==> config.mk <==
export PLATFORM = sky130hd
export DESIGN_NAME = dc_loader
export DESIGN_NICKNAME = d
export VERILOG_FILES = /design/src/rtl/dc_pkg.sv /design/src/rtl/dc_loader.sv
export SDC_FILE = /design/constraint.sdc
export NUM_CORES = 2
export LEC_CHECK = 0
export BUFFER_PORTS_ARGS = -buffer_cell sky130_fd_sc_hd__clkbuf_2
export CAP_MARGIN = 0
export CELL_PAD_IN_SITES_DETAIL_PLACEMENT = 0
export CELL_PAD_IN_SITES_GLOBAL_PLACEMENT = 2
export CORE_UTILIZATION = 40
export CTS_BUF_LIST = sky130_fd_sc_hd__clkbuf_8
export DETAILED_ROUTE_END_ITERATION = 12
export PLACE_DENSITY_LB_ADDON = 0.1
export SYNTH_ARGS = -nofsm -noshare
export SYNTH_HDL_FRONTEND = slang
export SYNTH_SLANG_ARGS = --single-unit
==> constraint.sdc <==
create_clock -name core_clk -period 8.3 [get_ports core_clk]
set_input_delay 0.415 -clock core_clk [delete_from_list [all_inputs] [get_ports core_clk]]
set_output_delay 0.415 -clock core_clk [all_outputs]
set_load 0.05 [all_outputs]
==> src/rtl/dc_pkg.sv <==
// Shared constants and carriers for the dot correction loader and scaler.
// Assumes one core clock domain; the link clock is sampled as data.
package dc_pkg;
    localparam int HDR_W = 6;
    localparam logic [5:0] HDR_DC8 = 6'h33;
    localparam int LEN_W = 10;
    localparam int PKT_W = 48;
    localparam logic [5:0] PKT_CNT_W = 6'h30;
    localparam int PRE_HDR_HI = 47;
    localparam int PRE_ADR_HI = 41;
    localparam int PRE_HDR2_HI = 31;
    localparam int PRE_LEN_HI = 25;
    localparam int PRE_PAR_HI = 15;
    localparam int PRE_LEN2_HI = 9;
    localparam logic [7:0] DC8_RESET = 8'hFF;
    localparam logic [5:0] DC6_RESET = 6'h3F;
    localparam int GS16_W = 16;
    localparam int GS10_W = 10;
    localparam int IDLE_CYCLES = 172;
    localparam int LINK_PERIOD_NS = 200;
    localparam int CORE_PERIOD_NS = 25;
    localparam int IDLE_CORE = (IDLE_CYCLES * LINK_PERIOD_NS + CORE_PERIOD_NS - 1) / CORE_PERIOD_NS;
    localparam int FIFO_DEPTH = 8;

    typedef struct packed {
        logic [7:0] c;
        logic [7:0] b;
        logic [7:0] a;
    } dc_word_t;

    typedef struct packed {
        logic [15:0] c;
        logic [15:0] b;
        logic [15:0] a;
    } gs_set_t;
endpackage : dc_pkg

==> src/rtl/dc_loader.sv <==
// Dot correction loader, FIFO and gray scale scaler.
// Assumes link pins come from outside core_clk and are synchronised here.
// Link edges pass unseen while clk_en is low; hold it high during a packet.
// What this block does
// - 8-bit correction for 16-bit gray scale, 6-bit for 10-bit.
// - 16-bit mode correction defaults to 255.
// - 10-bit mode correction defaults to 63.
// - 16-bit on-time equals gray times (correction+1) over 256.
// - 10-bit on-time equals gray times (correction+1) over 64.
// - 16-bit product truncated to 16 bits drives the pulse generator.
// - 10-bit product truncated to 10 bits drives the pulse generator.
// - Per device three 16-bit words, order C, B, A.
// - A 48-bit preamble precedes correction words.
// - Header 110011 at 47:42 and copy at 31:26.
// - Chain length minus one at 25:16, copy at 9:0.
// - Parity nibble at 15:12 covers length, address, header.
// - Parity bit 3 is parity of the lower three bits.
// - Preamble bits 11:10 are ignored.
// - Values at 39:32, 23:16, 7:0 with copies above.
// - Latch a channel only when copy byte matches value.
`timescale 1ns/1ps
`default_nettype none

module dc_fifo #(
    parameter int WIDTH = 24,
    parameter int DEPTH = 8
) (
    // Clock and reset
    input wire logic core_clk,
    input wire logic reset,
    input wire logic clk_en,
    // Fill side
    input wire logic in_valid,
    output logic in_ready,
    input wire logic [WIDTH-1:0] in_data,
    // Drain side
    output logic out_valid,
    input wire logic out_ready,
    output logic [WIDTH-1:0] out_data
);
    localparam int AW = $clog2(DEPTH);
    logic [WIDTH-1:0] mem_q [DEPTH];
    logic [AW-1:0] wr_q;
    logic [AW-1:0] rd_q;
    logic [AW:0] cnt_q;
    logic push;
    logic pop;

    // Count is one bit wider so full and empty differ
    assign in_ready = (cnt_q != (AW+1)'(DEPTH));
    assign out_valid = (cnt_q != '0);
    assign push = in_valid && in_ready && clk_en;
    assign pop = out_valid && out_ready && clk_en;
    assign out_data = mem_q[rd_q];

    always_ff @(posedge core_clk) begin
        if (push) begin
            mem_q[wr_q] <= in_data;
        end
    end

    always_ff @(posedge core_clk) begin
        if (reset) begin
            wr_q <= '0;
            rd_q <= '0;
            cnt_q <= '0;
        end else begin
            if (push) begin
                wr_q <= (wr_q == AW'(DEPTH-1)) ? '0 : wr_q + 1'b1;
            end
            if (pop) begin
                rd_q <= (rd_q == AW'(DEPTH-1)) ? '0 : rd_q + 1'b1;
            end
            if (push && !pop) begin
                cnt_q <= cnt_q + 1'b1;
            end else if (pop && !push) begin
                cnt_q <= cnt_q - 1'b1;
            end
        end
    end
endmodule : dc_fifo

module dc_loader #(
    parameter int CHAIN_POS = 0
) (
    // Clock, reset, enable
    input wire logic core_clk,
    input wire logic reset,
    input wire logic clk_en,
    // Link pins
    input wire logic link_clock_in,
    input wire logic serial_data_in,
    // Mode: high selects 16-bit gray scale
    input wire logic mode_16bit,
    // Gray scale input per channel
    input wire dc_pkg::gs_set_t gray_in,
    // Scaled outputs to pulse generator
    output dc_pkg::gs_set_t duty_out,
    // Status
    output logic packet_ok,
    output logic packet_bad,
    output logic drain_stall_n,
    output dc_pkg::dc_word_t corr_out
);
    import dc_pkg::*;

    typedef enum logic [1:0] {
        ST_IDLE = 2'b00,
        ST_PRE = 2'b01,
        ST_DATA = 2'b10,
        ST_SKIP = 2'b11
    } ld_state_t;

    logic ck_s1_q;
    logic ck_s2_q;
    logic ck_s3_q;
    logic sd_s1_q;
    logic sd_s2_q;
    logic rise;
    logic restart;
    logic last_word;

    logic [15:0] idle_q;
    logic armed;
    ld_state_t st_q;
    logic [PKT_W-1:0] sh_q;
    logic [PKT_W-1:0] sh_d;
    logic [5:0] bit_q;
    logic [LEN_W-1:0] dev_q;
    logic [LEN_W-1:0] target_q;
    logic pre_ok;
    logic hdr_ok;
    logic len_ok;
    logic par_ok;
    logic [3:0] par_calc;
    logic [2:0] par_low;
    logic word_done;

    logic fifo_ready;
    logic fvalid;
    logic fifo_out_valid;
    logic [3*16-1:0] fdata;
    dc_word_t corr_q;

    // Two flops before any logic reads the pins
    always_ff @(posedge core_clk) begin
        if (reset) begin
            ck_s1_q <= 1'b0;
            ck_s2_q <= 1'b0;
            ck_s3_q <= 1'b0;
            sd_s1_q <= 1'b0;
            sd_s2_q <= 1'b0;
        end else if (clk_en) begin
            ck_s1_q <= link_clock_in;
            ck_s2_q <= ck_s1_q;
            ck_s3_q <= ck_s2_q;
            sd_s1_q <= serial_data_in;
            sd_s2_q <= sd_s1_q;
        end
    end
    assign rise = ck_s2_q && !ck_s3_q;

    always_ff @(posedge core_clk) begin
        if (reset) begin
            idle_q <= '0;
        end else if (clk_en) begin
            if (ck_s2_q || sd_s2_q) begin
                idle_q <= '0;
            end else if (idle_q != 16'(IDLE_CORE)) begin
                idle_q <= idle_q + 1'b1;
            end
        end
    end
    assign armed = (idle_q == 16'(IDLE_CORE));

    assign sh_d = {sh_q[PKT_W-2:0], sd_s2_q};
    assign word_done = rise && (bit_q == PKT_CNT_W - 6'h01);

    // parity recompute over the incoming preamble
    assign par_low[0] = ^sh_d[PRE_LEN_HI -: LEN_W];
    assign par_low[1] = ^sh_d[PRE_ADR_HI -: LEN_W];
    assign par_low[2] = ^sh_d[PRE_HDR_HI -: HDR_W];
    assign par_calc = {^par_low, par_low};

    // both header copies carry the correction code
    assign hdr_ok = (sh_d[PRE_HDR_HI -: HDR_W] == HDR_DC8) && (sh_d[PRE_HDR2_HI -: HDR_W] == HDR_DC8);
    // chain length and its copy agree
    assign len_ok = (sh_d[PRE_LEN_HI -: LEN_W] == sh_d[PRE_LEN2_HI -: LEN_W]);
    assign par_ok = (sh_d[PRE_PAR_HI -: 4] == par_calc);
    // any failure drops the packet; bits 11:10 unused
    assign pre_ok = hdr_ok && len_ok && par_ok;

    // Restart yields to a rising link edge so a first bit of 0 is not lost
    assign restart = armed && !rise;
    assign last_word = (dev_q == target_q);

    // Shift register, first bit ends on top
    always_ff @(posedge core_clk) begin
        if (reset) begin
            sh_q <= '0;
        end else if (clk_en && rise) begin
            sh_q <= sh_d;
        end
    end

    // bit position in the current 48-bit word
    always_ff @(posedge core_clk) begin
        if (reset) begin
            bit_q <= '0;
        end else if (clk_en) begin
            if (restart) begin
                bit_q <= '0;
            end else if (rise) begin
                bit_q <= word_done ? '0 : bit_q + 6'h01;
            end
        end
    end

    // frame state; bad preamble skips to the next gap
    always_ff @(posedge core_clk) begin
        if (reset) begin
            st_q <= ST_IDLE;
        end else if (clk_en) begin
            if (restart) begin
                st_q <= ST_PRE;
            end else if (word_done) begin
                unique case (st_q)
                    ST_IDLE: begin
                        st_q <= ST_IDLE;
                    end
                    ST_PRE: begin
                        st_q <= pre_ok ? ST_DATA : ST_SKIP;
                    end
                    ST_DATA: begin
                        st_q <= last_word ? ST_SKIP : ST_DATA;
                    end
                    ST_SKIP: begin
                        st_q <= ST_SKIP;
                    end
                endcase
            end
        end
    end

    // word index within the data part
    always_ff @(posedge core_clk) begin
        if (reset) begin
            dev_q <= '0;
        end else if (clk_en) begin
            if (restart) begin
                dev_q <= '0;
            end else if (word_done && st_q == ST_DATA) begin
                dev_q <= dev_q + 10'h001;
            end
        end
    end

    // nearest device takes the last word
    // A position beyond the chain never matches
    always_ff @(posedge core_clk) begin
        if (reset) begin
            target_q <= '0;
        end else if (clk_en && word_done && st_q == ST_PRE) begin
            target_q <= sh_d[PRE_LEN_HI -: LEN_W] - LEN_W'(CHAIN_POS);
        end
    end

    always_ff @(posedge core_clk) begin
        if (reset) begin
            packet_ok <= 1'b0;
            packet_bad <= 1'b0;
        end else if (clk_en) begin
            packet_ok <= word_done && (st_q == ST_DATA) && last_word;
            packet_bad <= word_done && (st_q == ST_PRE) && !pre_ok;
        end
    end

    // Own word goes through FIFO; stall drops it rather than block the link
    assign fvalid = clk_en && word_done && (st_q == ST_DATA) && last_word;
    assign drain_stall_n = fifo_ready;

    dc_fifo #(.WIDTH(3*16), .DEPTH(FIFO_DEPTH)) u_fifo (
        .core_clk(core_clk),
        .reset(reset),
        .clk_en(clk_en),
        .in_valid(fvalid),
        .in_ready(fifo_ready),
        .in_data(sh_d),
        .out_valid(fifo_out_valid),
        .out_ready(1'b1),
        .out_data(fdata)
    );

    // per channel latch with copy check
    genvar g;
    generate
        for (g = 0; g < 3; g++) begin : g_ch
            always_ff @(posedge core_clk) begin
                if (reset) begin
                    corr_q[g*8 +: 8] <= DC8_RESET;
                end else if (clk_en && fifo_out_valid
                        && fdata[g*16+8 +: 8] == fdata[g*16 +: 8]) begin
                    corr_q[g*8 +: 8] <= fdata[g*16 +: 8];
                end
            end
        end
    endgenerate
    assign corr_out = corr_q;

    generate
        for (g = 0; g < 3; g++) begin : g_sc
            logic [8:0] f16;
            logic [6:0] f10;
            // Products keep every bit; the slice below truncates
            logic [24:0] p16;
            logic [16:0] p10;
            // 6-bit factor is top bits; default 255 gives 63
            assign f16 = {1'b0, corr_q[g*8 +: 8]} + 9'h001;
            assign f10 = {1'b0, corr_q[g*8+2 +: 6]} + 7'h01;
            assign p16 = gray_in[g*16 +: 16] * f16;
            assign p10 = gray_in[g*16 +: 10] * f10;
            always_ff @(posedge core_clk) begin
                if (reset) begin
                    duty_out[g*16 +: 16] <= '0;
                end else if (clk_en) begin
                    duty_out[g*16 +: 16] <= mode_16bit ? p16[23:8] : {6'h00, p10[15:6]};
                end
            end
        end
    endgenerate
endmodule : dc_loader

`default_nettype wire

==> Word level (Yosys, flattened, before mapping) <==
Memories as Yosys holds them, arrays and structs flattened. A register that Yosys moved wholly into a read port is not among the register bits.
Cells that the tools add are included.
{ "op_classes": {"n_reduce_logical": 44, "n_mul": 6, "n_addsub": 13, "muxes": 23, "eq_ne": 17} }
{ "op_table": {"columns": ["operator", "count"], "rows": [
  ["16-bit 2-to-1 mux", 5],
  ["16-bit by 9-bit multiplier with 24-bit output", 3],
  ["10-bit by 7-bit multiplier with 16-bit output", 3],
  ["8-bit by 1-bit adder with 9-bit output, second input constant", 3],
  ["8-bit == test", 3],
  ["1-bit logical AND", 23],
  ["6-bit by 1-bit adder with 7-bit output, second input constant", 3],
  ["10-bit == test", 2],
  ["10-bit 2-to-1 mux", 2],
  ["10-bit parity", 2],
  ["6-bit == test, second input constant", 3],
  ["6-bit 2-to-1 mux", 3],
  ["16-bit by 1-bit adder with 16-bit output, second input constant", 1],
  ["16-bit by 11-bit == test with 1-bit output, second input constant", 1],
  ["16-bit by 11-bit != test with 1-bit output, second input constant", 1],
  ["3-bit 2-to-1 mux", 4],
  ["10-bit by 1-bit adder with 10-bit output, second input constant", 1],
  ["2-bit nonzero test", 5],
  ["4-bit 2-to-1 mux", 2],
  ["2-bit case mux with 4 select lines", 1],
  ["2-bit AND reduction", 4],
  ["3-bit by 1-bit adder with 3-bit output, second input constant", 2],
  ["6-bit by 1-bit adder with 6-bit output, second input constant", 1],
  ["3-bit == test, second input constant", 2],
  ["other kinds (14)", 23]
]} }
{ "totals": {"n_memories": 1, "ram_bits": 384, "wordCells": 126, "reg_bits": 180} }
{ "memory_table": {"columns": ["name", "words", "width", "rd", "rd_ports_with_merged_regs", "wr", "line", "rtl"], "rows": [
  ["u_fifo.mem_q", 8, 48, 1, 1, 1, "dc_loader.sv:42", "logic [WIDTH-1:0] mem_q [DEPTH];"]
]} }

==> Longest topological paths before layout <==
{ "depth": {"depth_word": 12, "depth_mapped": 23} }

==> By module <==
Synthesis repeated with hierarchy kept, for this count alone.
{ "unflattened": {"cells_unflattened": 3697, "hier_area_um2": 41587.4} }
{ "by_module_without_submodules": {"columns": ["mod", "seq_area_each_um2", "cells_each", "area_per_inst_um2", "instances"], "rows": [
  ["dc_loader", 3403.3, 3067, 26233.9, 1],
  ["dc_fifo", 11791.3, 630, 15353.5, 1]
]} }

==> Worst setup path before layout <==
No wires, ideal clock.
{ "synth_timing": {"kind": "input to register", "from": "input port clk_en", "to": "memory u_fifo.mem_q[2][0] in the netlist's numbering, enable pin", "path_stages": 8, "t_arrival_ns": 6.676, "required_time_ns": 7.710, "path_buffers": 2, "setup_slack_ns": 1.034, "cell_sequence": "clkbuf_1 and3b_1 buf_2 and3_1 nand2_1 nor2_1 nand3_1 nor4b_1"} }
{ "synth_via": {"elab_chain_len": 7} }
{ "synth_rtl": {"columns": ["element", "line", "rtl"], "rows": [
  ["from (decl)", "dc_loader.sv:89", "input wire logic clk_en,"],
  ["1-bit logical AND (3 in a row)", "dc_loader.sv:279", "assign fvalid = clk_en && word_done && (st_q == ST_DATA) && last_word;"],
  ["1-bit logical AND", "dc_loader.sv:52", "assign push = in_valid && in_ready && clk_en;"],
  ["1-bit logical AND (*)", "dc_loader.sv:52", null],
  ["1-bit 2-to-1 mux (*)", "dc_loader.sv:57", "if (push) begin"],
  ["1-bit 2-to-1 mux (not written as such) (*)", "dc_loader.sv:58", "mem_q[wr_q] <= in_data;"],
  ["to (decl)", "dc_loader.sv:42", null]
]} }
Every way passes the cells marked *; elsewhere a longest branch is shown, timed or not.

==> Final worst setup path <==
{ "layout_timing": {"from": "register corr_q, in the netlist corr_out[18]", "to": "register duty_out[47] in the netlist's numbering"} }
{ "layout_via": {"elab_chain_len": 3} }
{ "layout_rtl": {"columns": ["element", "line", "rtl"], "rows": [
  ["from (decl)", "dc_loader.sv:143", "dc_word_t corr_q;"],
  ["from (signal, indexed assignment)", "dc_loader.sv:303", "corr_q[g*8 +: 8] <= fdata[g*16 +: 8];"],
  ["8-bit by 1-bit adder with 9-bit output", "dc_loader.sv:318", "assign f16 = {1'b0, corr_q[g*8 +: 8]} + 9'h001;"],
  ["16-bit by 9-bit multiplier with 24-bit output", "dc_loader.sv:320", "assign p16 = gray_in[g*16 +: 16] * f16;"],
  ["16-bit 2-to-1 mux", "dc_loader.sv:326", "duty_out[g*16 +: 16] <= mode_16bit ? p16[23:8] : {6'h00, p10[15:6]};"],
  ["to (signal, indexed assignment)", "dc_loader.sv:326", null],
  ["to (decl)", "dc_loader.sv:98", "output dc_pkg::gs_set_t duty_out,"]
]} }
No other way between the ends.
A chain may end at the register's enable or synchronous reset.

==> out/results.md <==
| Result | Value | Unit |
| --- | --- | --- |
| Minimum period implied by the final worst setup slack | 6520 | ps |
| Fraction of synthesized cell area taken by the top area cell type | 0.280 | - |
| Worst-Margin Slew | 1100 | ps |
| Worst hold slack after final layout | 150 | ps |
| Max-slew violations | 0 | - |
| Max-Cap Viols | 0 | - |
| Synth Cell Area | 0.0412 | mm2 |
| Maximum fanout along the worst path | 22 | - |
| Clock tree skew after final layout | 89.6 | ps |
| Mean area per synthesized cell | 11.0 | um2 |
| HPWL after detailed placement | 75300 | um |
| Setup Viol. Count Final | 0 | - |
| First-pass DRT Iterations | 5 | - |
| Fin. Hold Viols | 0 | - |
| Total detailed-routing wirelength | 107000 | um |
| Placeable Area | 0.102 | mm2 |
| Vias per cell | 5.12 | - |
| Required time of the critical path | 8920 | ps |
| Number of synthesized register bits | 567 | - |
| Most frequent cells in the layout | inv_1 (559), nand2_1 (505), fa_1 (403), edfxtp_1 (384), ha_1 (230) | - |
| Count of cells along the worst register-to-register path | 21 | - |
| Root buffer selected by CTS | clkbuf_8 | - |
| Placement Rows | 117 | - |
| # clock sinks | 567 | - |
| Critical register-to-register path endpoint | duty_out[47] | - |
| Maximum clock insertion buffer count | 3 | - |
| Layout net count | 4555 | - |
| Startpoint type of the worst setup path | flip-flop | - |
| Die height | 323 | um |
| Instance count of the mapped netlist | 3748 | - |
| Pin count of the biggest net entering global routing | 65 | - |
| Post-detailed-route wirelength per cell | 20.2 | um |
| Leakage dissipation | 0.0200 | uW |
| Overall die area | 0.104 | mm2 |
| IR Drop Worst-Case VDD | 0.000154 | V |
| Synthesis-to-finish area growth | 10.2 | % |
| P per Cell Area | 134 | mW/mm2 |
| Largest area contributor in the netlist | edfxtp_1 | - |
| R2R Setup Slk | 1780 | ps |
| Ranking of synthesized cells by area | edfxtp_1 (28%), fa_1 (20%), dfxtp_1 (8.9%) | - |
| Capturing instance or port of the critical path | duty_out[47] | - |
| Arrival time at the worst endpoint | 7150 | ps |
| Kind of critical path | reg -> reg | - |
| Overall fraction of global-route tracks in use | 0.211 | - |
| # IOs | 129 | - |
| Most frequent standard cell in the layout excluding fill and tap cells | inv_1 | - |
| Count of distinct cell types in the synthesized netlist | 80 | - |
| Level count of the clock H-tree | 3 | - |
| Summed negative setup slack over all endpoints | 0 | ps |
| Clock transition at the registers of the reported paths | 70 | ps |
| Worst slew margin relative to its limit | 0.261 | - |
| Type of the most critical hold path | in -> reg | - |
| Final worst path period share | 0.786 | - |
| Clock tree from TritonCTS | done | - |
| Syn. warnings | 0 | - |
| Unrepaired setup endpoints after global routing | false | - |
| Vias in the first global route | 29000 | - |
| Cts repair resizes | 0 | - |
| Category of the worst setup path capture point | flip-flop | - |
| Number of flops mapped to enable cells by yosys | 384 | - |
| Hold-critical path depth | 3 | - |
| Number of CTS-inserted buffers | 97 | - |
| Fraction of registers with async set/reset | 0 | - |
| Remaining global-route overflow | 0 | - |
| Post-route antenna net violation count | 0 | - |
| Clock latency on the worst-skew pair | 760 | ps |
| Setup crit start | corr_out[18] | - |
| Final cell utilization of the core | 0.445 | - |
| Routability Congestion | 0.839 | - |
| Prevailing post-synth register cell | edfxtp_1 | - |
| Initial Utilization | 0.404 | - |
| Number of input and output port buffers inserted | 128 | - |
| Reg-to-Reg Start | corr_out[18] | - |
| Number of DRC markers in iteration 0 | 1518 | - |
| Total number of vias | 27200 | - |
| Wire length of the first global-routing pass | 169000 | um |
| Die X | 323 | um |
| Outcome | finished clean | - |
| Net count of the mapped netlist | 4435 | - |
| Sequential fraction of the synthesis area | 0.369 | - |
| Fraction of layout instances using a drive strength above 1 | 0.114 | - |
| Antenna violations before repair | 1 | - |
| DRC viols | 0 | - |
| Highest Clock Rate | 153 | MHz |
-- logic make-up (layout without fill, tap and decap cells) --
family          count (synthesis)  in the layout  synth area share
compound gates                329            329            0.0504
xor+xnor                      199            199            0.0428
fa+ha+maj                     633            633             0.266
buf+inv                       687            890            0.0649
flops                         567            567             0.369
mux                           158            158            0.0675
other cells                     0              2                 0
simple gates                 1175           1175             0.140
-- synth_stat cells, types with 9 or more instances --
cell type  number
xor2_1         66
a21oi_1       125
nand2b_1       64
fa_1          403
and2_1        109
nor2_1        116
and3_1         63
clkbuf_1      117
nand2_1       506
a21o_1         32
a211oi_1       20
nor2b_1       163
buf_2          11
o21ai_1        10
mux2i_1        62
o21ai_0        60
nor4_1          9
dfxtp_1       183
xnor2_1       131
or3_1          13
nor3_1         34
nand4_1        24
edfxtp_1      384
inv_1         539
mux4_2         96
nand3_1        38
ha_1          230
-- worst max-delay path: stages, from the launching register on --
cell and delay (ps):
dfxtp_1 540, ha_1 270, and3_1 220, and3_1 770, and2_1 340, nand2_1 120, fa_1 390, inv_1 90
fa_1 430, fa_1 490, inv_1 50, fa_1 480, inv_1 40, ha_1 310, a21oi_1 150, o21ai_0 140
o31a_1 260, a31oi_1 290, a31oi_1 260, a2111oi_0 530, xnor2_1 180, o21ai_0 80
-- state kept, by name, summed over array words and instances, names as in the netlist, 4 cells and up, named ones only --
name and count:
corr_out 24, u_fifo.mem_q 384, idle_q 16, sh_q 47
u_fifo.cnt_q 4, dev_q 10, bit_q 6, duty_out 48
target_q 10
-- area by class of cell --
type,count,area (um2)
fill,9710,56600
multi-input combinational,2494,23400
sequential,567,15200
inverter,539,2020
tap,1368,1710
clock buffer,113,1560
timing repair buffer,169,956
clock inverter,69,529
antenna,2,5.00
-- repair_timing --
action / in CTS / in global routing
setup buffers: 0 / 0
hold buffers: 2 / 0
hold endpoints to repair: 2 / 0
-- power breakdown --
| group | leakage, uW | total [uW] | internal (uW) | switching [uW] |
|---|---|---|---|---|
| Clock | 0.00114 | 2680 | 1460 | 1220 |
| Combinational | 0.0131 | 385 | 119 | 266 |
| Sequential | 0.00573 | 3010 | 3000 | 16.9 |
-- through the flow --
| stage | worst slack (ps) | total power [uW] | std cells | cell area [um2] |
|---|---|---|---|---|
| 2_1_floorplan | 1030 | 3320 | 3748 | 41200 |
| 3_3_place_gp | 2060 | 3460 | 5135 | 43300 |
| 3_5_place_dp | 1830 | 3460 | 5135 | 43300 |
| 4_1_cts | 1840 | 6170 | 5319 | 45400 |
| 5_1_grt | 1220 | 6320 | 5321 | 45400 |
| 6_report | 1780 | 6070 | 5321 | 45400 |
-- how the worst min path moves through the flow --
stage                     slack (ps)            to         start
final                            150  duty_out[36]        clk_en
after global routing             120  duty_out[36]        clk_en
after CTS                         70  duty_out[36]        clk_en
after detailed placement         450  duty_out[14]  duty_out[14]
after global placement           440  duty_out[14]  duty_out[14]
after floorplan                  450   target_q[0]   target_q[0]
-- metal layers --
layer  share of wire  vias up  track usage
met2            0.49      499        0.359
met3           0.036      125       0.0235
met5               0        -            0
met4           0.020        0       0.0534
met1            0.46    14000        0.287
li1                -    12600            -
Note: power is estimated with default switching activity, not from simulation.
